==> config.mk <==
export PLATFORM = sky130hd
export DESIGN_NAME = cell_cluster
export DESIGN_NICKNAME = d
export VERILOG_FILES = /design/src/pkg/cluster_pkg.sv /design/src/hw/cell_cluster.sv
export SDC_FILE = /design/constraint.sdc
export NUM_CORES = 2
export LEC_CHECK = 0
export ABC_AREA = 1
export ABC_CLOCK_PERIOD_IN_PS = 8100
export BUFFER_PORTS_ARGS = -buffer_cell sky130_fd_sc_hd__buf_2
export CORE_ASPECT_RATIO = 1.5
export CORE_MARGIN = 2
export CORE_UTILIZATION = 45
export CTS_BUF_LIST = sky130_fd_sc_hd__clkbuf_8
export CTS_CLUSTER_SIZE = 12
export DETAILED_ROUTE_END_ITERATION = 8
export PLACE_DENSITY = 0.65
export SYNTH_ARGS = -nofsm -noshare
export SYNTH_HDL_FRONTEND = slang
export SYNTH_SLANG_ARGS = --single-unit
==> constraint.sdc <==
create_clock -name clock -period 8.1 [get_ports clock]
set_clock_uncertainty 0.1 [all_clocks]
set_input_delay 0.405 -clock clock [delete_from_list [all_inputs] [get_ports clock]]
set_output_delay 0.405 -clock clock [all_outputs]
set_load 0.005 [all_outputs]
==> src/pkg/cluster_pkg.sv <==
// cluster_pkg: register map, field layout and mode codes of the logic cell cluster.
// assumes: 32-bit APB register access, word aligned offsets.
package cluster_pkg;
  // ===========================================
  // register map
  localparam logic [7:0] CELL_CFG_BASE = 8'h00;
  localparam logic [7:0] CELL_SEL_BASE = 8'h20;
  localparam logic [7:0] CTRL_OFS = 8'h40;
  localparam logic [7:0] STATUS_OFS = 8'h44;
  localparam logic [31:0] CFG_RESET = 32'h0000_0000;
  localparam logic [31:0] SEL_RESET = 32'h0000_0000;
  localparam logic [31:0] CTRL_RESET = 32'h0000_0000;
  // ===========================================
  // cell configuration word fields
  localparam int LUT_POS = 0;
  localparam int MODE_POS = 16;
  localparam int CIN_SEL_POS = 18;
  localparam int OUT_REG_POS = 19;
  localparam int FF_POS = 20;
  localparam int CLK_SEL_POS = 22;
  localparam int CASC_EN_POS = 23;
  localparam int CASC_OR_POS = 24;
  localparam int CLR_SEL_POS = 25;
  localparam int PRE_SEL_POS = 27;
  localparam int INV_D3_POS = 29;
  localparam int INV_OUT_POS = 30;
  // ===========================================
  // select word fields
  localparam int SRC_W = 5;
  localparam int CTRL_FIELD_W = 6;
  localparam int CTRL_INV_POS = 5;
  // ===========================================
  // local network source layout
  localparam int GLOBAL_W = 4;
  localparam int NET_GLOBAL_POS = 0;
  localparam int NET_FB_POS = 4;
  localparam int NET_ROW_POS = 12;
  // ===========================================
  // modes and storage element kinds
  typedef enum logic [1:0] {
    MODE_NORMAL = 2'h0,
    MODE_ARITH = 2'h1,
    MODE_UPDOWN = 2'h3,
    MODE_CLRCNT = 2'h2
  } mode_t;
  typedef enum logic [1:0] {
    FF_D = 2'h0,
    FF_T = 2'h1,
    FF_JK = 2'h3,
    FF_SR = 2'h2
  } ff_t;
endpackage : cluster_pkg

==> src/hw/cell_cluster.sv <==
// cell_cluster: eight configurable logic cells with carry and cascade chains,
// local routing network and four shared control lines, configured over APB.
// assumes: configuration written before logic use, inputs synchronous to clock.
`timescale 1ns/1ns
`default_nettype none

// What this block does
// - arithmetic: first 3-LUT makes cell result
// - arithmetic: second 3-LUT makes carry out
// - arithmetic mode keeps cascade combining
// - up/down counter: enable, direction, load
// - counters: count LUT and carry LUT
// - counters: load selector before register
// - register loads on the next clock edge via clear/preset
// - clearable counter: selector ANDed with clear
// - clearable counter: clear takes cascade input
// - clear from fourth_data_input and both lines
// - clear/preset active low, unused held high
// - registered output inversion, fourth_data_input input inversion
// - cluster holds eight cells with chains
// - four control lines: two clocks, two clears
// - each control line has polarity inversion
// - control line source from global, pin, net
// - all cell outputs fed back locally
// - four globals as controls and data
// - normal mode: 4-LUT with fourth_data_input or carry
// - output combinational or registered
// - register acts as D, T, JK, SR in normal and arithmetic modes
module cell_cluster #(
  parameter int CELLS = 8,
  parameter int ROW_W = 8,
  parameter int PIN_W = 4
) (
  input wire logic clock,
  input wire logic resetn,
  input wire logic psel,
  input wire logic penable,
  input wire logic pwrite,
  input wire logic [7:0] paddr,
  input wire logic [31:0] pwdata,
  output logic [31:0] prdata,
  output logic pready,
  output logic pslverr,
  input wire logic [cluster_pkg::GLOBAL_W-1:0] global_in,
  input wire logic [ROW_W-1:0] row_in,
  input wire logic [PIN_W-1:0] pin_in,
  input wire logic carry_in,
  input wire logic cascade_in,
  output logic [CELLS-1:0] cell_out,
  output logic carry_out,
  output logic cascade_out
);
  localparam int NET_W = cluster_pkg::NET_ROW_POS + ROW_W + PIN_W;

  // ===========================================
  // configuration registers
  logic [31:0] cfg_r [CELLS];
  logic [31:0] sel_r [CELLS];
  logic [31:0] ctrl_r;
  logic [CELLS-1:0] q_r;
  logic [3:0] line_prev_r;
  logic [NET_W-1:0] net;
  logic [3:0] line;
  logic [CELLS:0] carry_c;
  logic [CELLS:0] casc_c;
  logic [CELLS-1:0] comb_c;

  function automatic logic pick(input logic [NET_W-1:0] n, input logic [4:0] s);
    pick = (int'(s) < NET_W) ? n[s] : 1'b0;
  endfunction : pick

  // ===========================================
  // apb slave, one wait state per access
  logic access;
  logic [5:0] widx;
  logic mapped;
  logic [31:0] rdata;
  assign access = psel && penable;
  assign widx = paddr[7:2];
  assign mapped = (paddr[1:0] == 2'h0) && (paddr <= cluster_pkg::STATUS_OFS);

  always_comb begin
    rdata = 32'h0000_0000;
    if (paddr < cluster_pkg::CELL_SEL_BASE) begin
      rdata = cfg_r[widx[2:0]];
    end else if (paddr < cluster_pkg::CTRL_OFS) begin
      rdata = sel_r[widx[2:0]];
    end else if (paddr == cluster_pkg::CTRL_OFS) begin
      rdata = ctrl_r;
    end else if (paddr == cluster_pkg::STATUS_OFS) begin
      rdata = {22'h00_0000, carry_out, cascade_out, q_r};
    end
  end

  always_ff @(posedge clock or negedge resetn) begin
    if (!resetn) begin
      pready <= 1'b0;
      pslverr <= 1'b0;
      prdata <= 32'h0000_0000;
    end else begin
      pready <= access && !pready;
      pslverr <= access && !pready && !mapped;
      prdata <= (access && !pready && mapped && !pwrite) ? rdata : 32'h0000_0000;
    end
  end

  // configuration held static between writes
  always_ff @(posedge clock or negedge resetn) begin
    if (!resetn) begin
      ctrl_r <= cluster_pkg::CTRL_RESET;
      for (int i = 0; i < CELLS; i++) begin
        cfg_r[i] <= cluster_pkg::CFG_RESET;
        sel_r[i] <= cluster_pkg::SEL_RESET;
      end
    end else if (access && pready && pwrite && mapped) begin
      if (paddr < cluster_pkg::CELL_SEL_BASE) begin
        cfg_r[widx[2:0]] <= pwdata;
      end else if (paddr < cluster_pkg::CTRL_OFS) begin
        sel_r[widx[2:0]] <= pwdata;
      end else if (paddr == cluster_pkg::CTRL_OFS) begin
        ctrl_r <= pwdata;
      end
    end
  end

  // ===========================================
  // local routing network and control lines
  assign net = {pin_in, row_in, cell_out, global_in};

  for (genvar k = 0; k < 4; k++) begin : g_line
    localparam int P = k * cluster_pkg::CTRL_FIELD_W;
    assign line[k] = pick(net, ctrl_r[P +: 5]) ^ ctrl_r[P + cluster_pkg::CTRL_INV_POS];
  end

  always_ff @(posedge clock or negedge resetn) begin
    if (!resetn) begin
      line_prev_r <= 4'h0;
    end else begin
      line_prev_r <= line;
    end
  end

  assign carry_c[0] = carry_in;
  assign casc_c[0] = cascade_in;

  // ===========================================
  // logic cells
  for (genvar i = 0; i < CELLS; i++) begin : g_cell
    logic [31:0] cfg;
    logic [15:0] lut;
    logic [3:0] d;
    logic d3;
    logic cin;
    logic ci;
    logic [2:0] aidx;
    logic [2:0] cidx;
    logic res;
    logic comb;
    logic nxt;
    logic cout;
    logic cout_casc;
    logic ffn;
    logic clr_n;
    logic pre_n;
    logic clk_edge;
    cluster_pkg::mode_t mode;
    cluster_pkg::ff_t fft;

    assign cfg = cfg_r[i];
    assign lut = cfg[cluster_pkg::LUT_POS +: 16];
    assign mode = cluster_pkg::mode_t'(cfg[cluster_pkg::MODE_POS +: 2]);
    assign fft = cluster_pkg::ff_t'(cfg[cluster_pkg::FF_POS +: 2]);
    for (genvar b = 0; b < 4; b++) begin : g_in
      assign d[b] = pick(net, sel_r[i][b * cluster_pkg::SRC_W +: 5]);
    end
    assign d3 = d[3] ^ cfg[cluster_pkg::INV_D3_POS];
    assign cin = carry_c[i];
    assign ci = casc_c[i];
    assign aidx = {cin, d[1], d[0]};
    assign cidx = {d[2], cin, q_r[i]};

    function automatic logic casc(input logic a, input logic c, input logic [31:0] f);
      if (!f[cluster_pkg::CASC_EN_POS]) begin
        casc = a;
      end else if (f[cluster_pkg::CASC_OR_POS]) begin
        casc = a | c;
      end else begin
        casc = a & c;
      end
    endfunction : casc

    always_comb begin
      res = 1'b0;
      cout = 1'b0;
      comb = 1'b0;
      nxt = 1'b0;
      cout_casc = 1'b0;
      unique case (mode)
        cluster_pkg::MODE_NORMAL: begin
          res = lut[{cfg[cluster_pkg::CIN_SEL_POS] ? cin : d3, d[2:0]}];
          comb = casc(res, ci, cfg);
          nxt = comb;
          cout_casc = comb;
        end
        cluster_pkg::MODE_ARITH: begin
          res = lut[{1'b0, aidx}];
          cout = lut[{1'b1, aidx}];
          comb = casc(res, ci, cfg);
          nxt = comb;
          cout_casc = comb;
        end
        cluster_pkg::MODE_UPDOWN: begin
          res = lut[{1'b0, cidx}];
          cout = lut[{1'b1, cidx}];
          comb = casc(res, ci, cfg);
          nxt = d3 ? d[0] : (d[1] ? res : q_r[i]);
          cout_casc = comb;
        end
        cluster_pkg::MODE_CLRCNT: begin
          res = lut[{1'b0, cidx}];
          cout = lut[{1'b1, cidx}];
          comb = res;
          nxt = (d3 ? d[0] : (d[1] ? res : q_r[i])) & ci;
          cout_casc = ci;
        end
      endcase
    end

    assign carry_c[i + 1] = cout;
    assign casc_c[i + 1] = cout_casc;

    // storage element behaviour, counters always use plain d
    always_comb begin
      ffn = nxt;
      if (mode == cluster_pkg::MODE_NORMAL || mode == cluster_pkg::MODE_ARITH) begin
        unique case (fft)
          cluster_pkg::FF_D: ffn = nxt;
          cluster_pkg::FF_T: ffn = q_r[i] ^ nxt;
          cluster_pkg::FF_JK: ffn = (nxt & ~q_r[i]) | (~d[2] & q_r[i]);
          cluster_pkg::FF_SR: ffn = nxt | (~d[2] & q_r[i]);
        endcase
      end
    end

    // active low clear and preset, unselected sources read high
    always_comb begin
      unique case (cfg[cluster_pkg::CLR_SEL_POS +: 2])
        2'h0: clr_n = 1'b1;
        2'h1: clr_n = d3;
        2'h2: clr_n = line[2];
        2'h3: clr_n = line[3];
      endcase
      unique case (cfg[cluster_pkg::PRE_SEL_POS +: 2])
        2'h1: pre_n = d3;
        2'h2: pre_n = line[2];
        default: pre_n = 1'b1;
      endcase
    end

    assign clk_edge = cfg[cluster_pkg::CLK_SEL_POS] ? (line[1] & ~line_prev_r[1]) : (line[0] & ~line_prev_r[0]);

    always_ff @(posedge clock or negedge resetn) begin
      if (!resetn) begin
        q_r[i] <= 1'b0;
      end else if (!clr_n) begin
        q_r[i] <= 1'b0;
      end else if (!pre_n) begin
        q_r[i] <= 1'b1;
      end else if (clk_edge) begin
        q_r[i] <= ffn;
      end
    end

    assign comb_c[i] = cfg[cluster_pkg::OUT_REG_POS] ? (q_r[i] ^ cfg[cluster_pkg::INV_OUT_POS]) : comb;
  end

  // ===========================================
  // registered outputs
  always_ff @(posedge clock or negedge resetn) begin
    if (!resetn) begin
      cell_out <= '0;
      carry_out <= 1'b0;
      cascade_out <= 1'b0;
    end else begin
      cell_out <= comb_c;
      carry_out <= carry_c[CELLS];
      cascade_out <= casc_c[CELLS];
    end
  end
endmodule : cell_cluster

`default_nettype wire

# Word-level counts from Yosys, hierarchy flattened
# Cells that the tools add are included.
totals:
  regBits: 598
  output_inout_bits: 44
  elab_cells: 822
op_classes:
  muxes: 379
  n_bitwise: 139
  eq_ne: 98
  reduce_logical: 57
  magnitude_cmp: 117
op_table:
  columns: ["operator", "n"]
  rows:
  - ["bitwise mux 256 bit", 2]
  - ["2-to-1 mux 32 bit", 9]
  - ["2-to-1 mux 1 bit", 232]
  - ["less-than comparator 5 x 6 -> 1 bit, second input constant", 36]
  - ["binary-select mux 32 bit (select 3 bit)", 2]
  - ["binary-select mux 1 bit (select 5 bit)", 36]
  - ["less-than comparator 5 bit, second input constant", 36]
  - ["case mux 1 bit (4 select lines)", 40]
  - ["less-than comparator 4 x 5 -> 1 bit, second input constant", 24]
  - ["equality test 2 bit, second input constant", 56]
  - ["binary-select mux 1 bit (select 3 bit)", 32]
  - ["demux 32 bit (select 3 bit)", 1]
  - ["less-than comparator 3 x 5 -> 1 bit, second input constant", 16]
  - ["equality test 2 x 1 -> 1 bit, second input constant", 32]
  - ["bitwise AND 1 bit", 50]
  - ["zero test 2 bit", 25]
  - ["bitwise OR 1 bit", 40]
  - ["binary-select mux 1 bit (select 4 bit)", 8]
  - ["case mux 1 bit (2 select lines)", 16]
  - ["bitwise XOR 1 bit", 28]
  - ["inequality test 3 x 2 -> 1 bit, second input constant", 8]
  - ["NOT 1 bit", 20]
  - ["equality test 8 x 7 -> 1 bit, second input constant", 2]
  - ["OR reduction 2 bit", 8]
  - ["13 further kinds", 31]

# Longest topological paths before layout
logic_depth:
  word_depth: 46
  ltp_mapped: 60

# Worst setup path after synthesis
# OpenSTA, ideal clock, no wires.
synth_path:
  path_type: "input to register"
  startpoint: "in row_in[4]"
  endpoint: "reg q_r[7], in the netlist g_cell[7].cidx[0]"
  path_buffers: 1
  required_time_ns: 7.927
  slack_ns: 2.976
  cell_stages: 54
  arrival_time_ns: 4.951
  cell_sequence: "clkbuf_1 -> nand2_1 -> nand3_1 -> nand3_1 -> nand2_1 -> nand2_1 -> nand2_4 -> nand2_4 -> nand2_1 -> nand3_1 -> nand3_2 -> nand3_4 -> nand2_4 -> nand2_1 -> nand3_2 -> nand3_4 -> nand2_4 -> nand2_1 -> (+18 left out) -> nand2_1 -> clkinv_1 -> nand2_1 -> nand2_1 -> nand2_1 -> nand2_1 -> inv_2 -> nand2_2 -> nand2_1 -> nand2_1 -> nand2_1 -> nand3_2 -> ha_1 -> nand3_1 -> nand2_1 -> o211ai_1 -> inv_1 -> a21oi_2"
synth_between:
  elab_chain_cells: 46
  word_cells_on_any_way: 331
  classes_between: "eq/ne: 1; mux: 263; bitwise: 67"
synth_rtl:
  columns: ["item", "line_no", "source"]
  rows:
  - ["from (decl)", "cell_cluster.sv:45", "input wire logic [ROW_W-1:0] row_in,"]
  - ["branches (longest 46 deep; another with binary-select mux 1 bit (select 5 bit))", null, null]
  - ["to (signal, indexed assignment)", "cell_cluster.sv:270", "q_r[i] <= ffn;"]
  - ["to (decl)", "cell_cluster.sv:60", "logic [CELLS-1:0] q_r;"]
# Parallel ways; which one is timed is not known. The select of a mux whose other input is x is not followed.
# A chain may end at the register's enable or synchronous reset.

# Worst setup path in the final report
layout_path:
  startpoint: "reg sel_r[192] in the netlist's numbering"
  endpoint: "reg q_r[7], in the netlist g_cell[7].cidx[0]"
layout_between:
  elab_chain_cells: 40
  word_cells_on_any_way: 173
  classes_between: "order compare: 1; mux: 129; bitwise: 43"
layout_rtl:
  columns: ["item", "line_no", "source"]
  rows:
  - ["from (decl)", "cell_cluster.sv:58", "logic [31:0] sel_r [CELLS];"]
  - ["from (signal, indexed assignment)", "cell_cluster.sv:113", "sel_r[i] <= cluster_pkg::SEL_RESET;"]
  - ["from (signal, indexed assignment)", "cell_cluster.sv:119", "sel_r[widx[2:0]] <= pwdata;"]
  - ["binary-select mux 1 bit (select 5 bit)", "cell_cluster.sv:69", "pick = (int'(s) < NET_W) ? n[s] : 1'b0;"]
  - ["2-to-1 mux 1 bit (not written as such)", "cell_cluster.sv:69", null]
  - ["2-to-1 mux 1 bit (*)", "cell_cluster.sv:69", null]
  - ["branches (longest 29 deep; another with binary-select mux 1 bit (select 3 bit))", null, null]
  - ["case mux 1 bit (4 select lines) (*)", "cell_cluster.sv:198", "unique case (mode)"]
  - ["bitwise AND 1 bit", "cell_cluster.sv:239", "cluster_pkg::FF_JK: ffn = (nxt & ~q_r[i]) | (~d[2] & q_r[i]);"]
  - ["bitwise OR 1 bit", "cell_cluster.sv:239", null]
  - ["case mux 1 bit (4 select lines)", "cell_cluster.sv:236", "unique case (fft)"]
  - ["2-to-1 mux 1 bit (*)", "cell_cluster.sv:235", "if (mode == cluster_pkg::MODE_NORMAL || mode == cluster_pkg::MODE_ARITH) begin"]
  - ["2-to-1 mux 1 bit (*)", "cell_cluster.sv:269", "end else if (clk_edge) begin"]
  - ["2-to-1 mux 1 bit (*)", "cell_cluster.sv:267", "end else if (!pre_n) begin"]
  - ["2-to-1 mux 1 bit (*)", "cell_cluster.sv:265", "end else if (!clr_n) begin"]
# Mark *: on every way between the ends. The select of a mux whose other input is x is not followed.

==> key figures <==
Synthesis
  – Post-Synthesis Cells: 5,602
  – Syn_area_per_cell: 6.996 sq um
  – EDFF count, synth: 0
  – Syn Nets: 5,689
  – FF+latch count, synth: 598
  – Top_reg_cell synth: dfrtp_1
  – Post-synth ARST share: 1.000
  – Mapped cell area: 0.03919 sq mm
  – Post-synth cell types: 59
  – Sequential fraction of the synthesis area: 0.3818
  – Synth warn: 0

Worst setup path
  – Setup crit start: sel_r[192]
  – Setup CP Type: flop to flop
  – Worst r2r src: sel_r[192]
  – Worst setup EP type: flop
  – Worst path slowest cell: o21ai_1
  – WP data arrival: 7.49 ns
  – Worst Setup Start Kind: flop
  – Crit-path most repeated cell: nand2_1
  – Worst Path Max Fanout: 15
  – CP max stage delay: 0.75 ns
  – Critical R2R Capture: g_cell[7].cidx[0]
  – Flop2flop setup slack: 1.28 ns
  – Reg2Reg Depth: 51
  – Worst path bufs/invs: 6
  – Required @ worst endpoint: 8.77 ns
  – Crit path max-delay family: simple AND/OR/NAND/NOR gates

Timing
  – Final min period: 6.818 ns
  – Final setup viols: 0
  – Max-slew headroom at the worst pin: 0.1002
  – Sum Neg Setup Slack: 0 ns
  – Fin. max-slew vios: 0
  – Fin worst setup slack: 1.282 ns
  – Final hold vios: 0
  – Tcrit/Tclk final: 0.8418
  – RSZ-0062 raised after global routing: false
  – Worst slew pin tran: 1.339 ns
  – Fmax: 146.7 MHz

Clocking
  – # clock sinks: 598
  – CTS Buf Count: 95
  – Root Driver: clkbuf_8
  – H-tree depth: 3
  – Clock buffer depth: 3
  – TritonCTS clock tree: done
  – Reg clk slew, reported paths: 0.07 ns
  – Cts hold-fix bufs: 5
  – Setup bufs post-CTS: 0
  – Clock Latency Late Sink: 0.85 ns
  – Post-CTS Resized: 0

Power and ir drop
  – Worst IR Drop VDD: 0.1325 mV
  – Internal Dissipation: 0.004710 W
  – PD cells: 162.3 mW/mm^2
  – Static Leak: 18.35 nW
  – Logic pwr share: 0.135
  – Sequential power share: 0.447
  – Sw frac: 0.3150
  – Net switching power: 0.002166 W
  – Clock network fraction of total power: 0.417

Hold path
  – WHS Endpoint: g_cell[2].cfg[31]
  – Hold Startpoint: pwdata[31]
  – Worst Hold Class: input port to flop
  – Hold Path Stages: 3

GRT
  – Initial antenna violation count: 11
  – Vias in the first global route: 39,080
  – Largest net degree at the start of global routing: 144
  – First-pass GRT wire length: 257,000 um
  – GRT Residual Overflow: 0
  – Global Route Usage Sum: 0.3861

Placed design
  – Gpl congestion: 1.058
  – Place WS: 1.333 ns
  – I/O Buffers: 106
  – DP HPWL: 119,300 um

Floorplanning
  – Die Y-Extent: 365.4 um
  – Cell row count: 132
  – Initial Util: 0.4537
  – Die Area: 0.08952 sq mm
  – I/O pin total: 107
  – Core ar.: 0.08638 sq mm
  – DIE WIDTH: 245.0 um

Route
  – DRC viols: 0
  – Pre-antenna DRT Iters: 7
  – DR vias/cell: 6.328
  – Routed Antenna Nets: 0
  – Via count: 42,310
  – Routed WL: 175,000 um
  – DR iter-0 viols: 5,641
  – Routed WL per cell: 26.17 um

Job
  – Max-Cap Viols: 0

Final layout
  – Area Growth Syn to Fin: 8.096%
  – Nets: 5,561
  – Layout cell share with drive strength beyond 1: 0.08263

Run status
  – Status: completed
==> power groups by stage <==
stage	sequential (W)	clock, W	combinational, W
after floorplan	0.00307	0	0.000497
after global placement	0.00312	0	0.000890
after detailed placement	0.00312	0	0.000892
after CTS	0.00307	0.00289	0.000896
after global routing	0.00307	0.00302	0.000976
final	0.00308	0.00287	0.000931
==> routing by layer <==
layer	vias up	part of all wire	GRT usage
met4	8	0.083	0.2734
met3	753	0.097	0.07655
met1	19970	0.37	0.4678
met5	-	0.00047	0
met2	2648	0.45	0.6157
li1	18940	-	-
==> metrics by stage <==
| stage | hold WS, ns | util | total power (W) | instances | instance area [sq um] |
|---|---|---|---|---|---|
| 2_1_floorplan | 0.009409 | - | 0.003562 | 5602 | 39190 |
| 3_3_place_gp | 0.3618 | 0.4663 | 0.004014 | 6511 | 40270 |
| 3_5_place_dp | 0.3700 | 0.4663 | 0.004017 | 6511 | 40270 |
| 4_1_cts | 0.009300 | 0.4903 | 0.006854 | 6682 | 42350 |
| 5_1_grt | 0.07939 | 0.4904 | 0.007069 | 6683 | 42360 |
| 6_report | 0.04218 | 0.4905 | 0.006876 | 6687 | 42370 |
==> how the worst max path moves through the flow <==
stage / endpoint / cells after the start
global placement: g_cell[7].cidx[0] / 51
CTS: g_cell[7].cidx[0] / 51
global route: g_cell[7].cidx[0] / 53
detailed placement: g_cell[7].cidx[0] / 51
finish: g_cell[7].cidx[0] / 51
floorplan: g_cell[7].cidx[0] / 54
==> cell usage in the layout (no fill, tap or decap), drive strengths merged, types with 19 or more instances in the layout <==
master,count
inv,450
dfrtp,598
mux2i,41
a21oi,226
o211ai,75
nand2,1449
ha,24
a32oi,28
nand3,358
clkinv,36
nor2,400
nor3,38
o21ai,1064
o2111ai,19
buf,207
o221ai,230
clkbuf,113
a221oi,36
==> registers in the layout, indices dropped and copies added (netlist names) <==
signal,count
g_cell.cfg,256
g_cell.cidx,8
sel_r,256
carry_out,1
pslverr,1
cell_out,8
pready,1
cascade_out,1
prdata,32
line_prev_r,2
ctrl_r,32
==> cell usage after synthesis, drive strengths merged, types with 6 or more instances <==
library cell / instances / area [sq um]
o221a: 6 / 67.56
a211oi: 7 / 52.55
buf: 75 / 420.4
ha: 24 / 300.3
o211ai: 75 / 563.0
clkinv: 22 / 82.58
o2111ai: 19 / 166.4
nor4: 6 / 37.54
dfrtp: 598 / 14960
mux2i: 41 / 410.4
nor2: 400 / 1501
o221ai: 230 / 2014
a31oi: 10 / 62.56
a311oi: 6 / 52.55
nand2: 1449 / 5527
a221oi: 36 / 315.3
nand4: 11 / 68.82
xnor2: 6 / 52.55
clkbuf: 362 / 1359
nor3: 38 / 190.2
inv: 420 / 1577
a21oi: 226 / 1139
nand3: 358 / 1984
a32oi: 28 / 245.2
o22ai: 10 / 62.56
nand3b: 11 / 82.58
a32o: 10 / 100.1
xor2: 11 / 96.34
o21ai: 1064 / 5336
==> worst min-delay path, delay by kind of cell <==
family	cells	cell delay, ns
AO/OA/AOI/OAI	1	0.24
buffers and inverters	2	0.31
==> cell families (layout without fill, tap and decap cells) <==
kind of cell	Yosys count	count (layout)	synth area share
flops	598	598	0.3818
fa+ha+maj	24	24	0.007662
other cells	0	5	0
buf+inv	879	820	0.08773
mux	41	41	0.01047
compound gates	1764	1764	0.2679
simple gates	2279	2279	0.2406
xor+xnor	17	17	0.003799
==> cell type report <==
| class | instances | area [sq um] |
|---|---|---|
| well taps | 1139 | 1425 |
| clock buffers | 113 | 1555 |
| diodes | 5 | 12.51 |
| inverters | 442 | 1663 |
| multi-input cells | 4125 | 20860 |
| clock inverters | 53 | 473.0 |
| fillers | 8784 | 44010 |
| flip-flops and latches | 598 | 14970 |
| repair buffers | 212 | 1408 |
(Power assumes the default switching activity.)
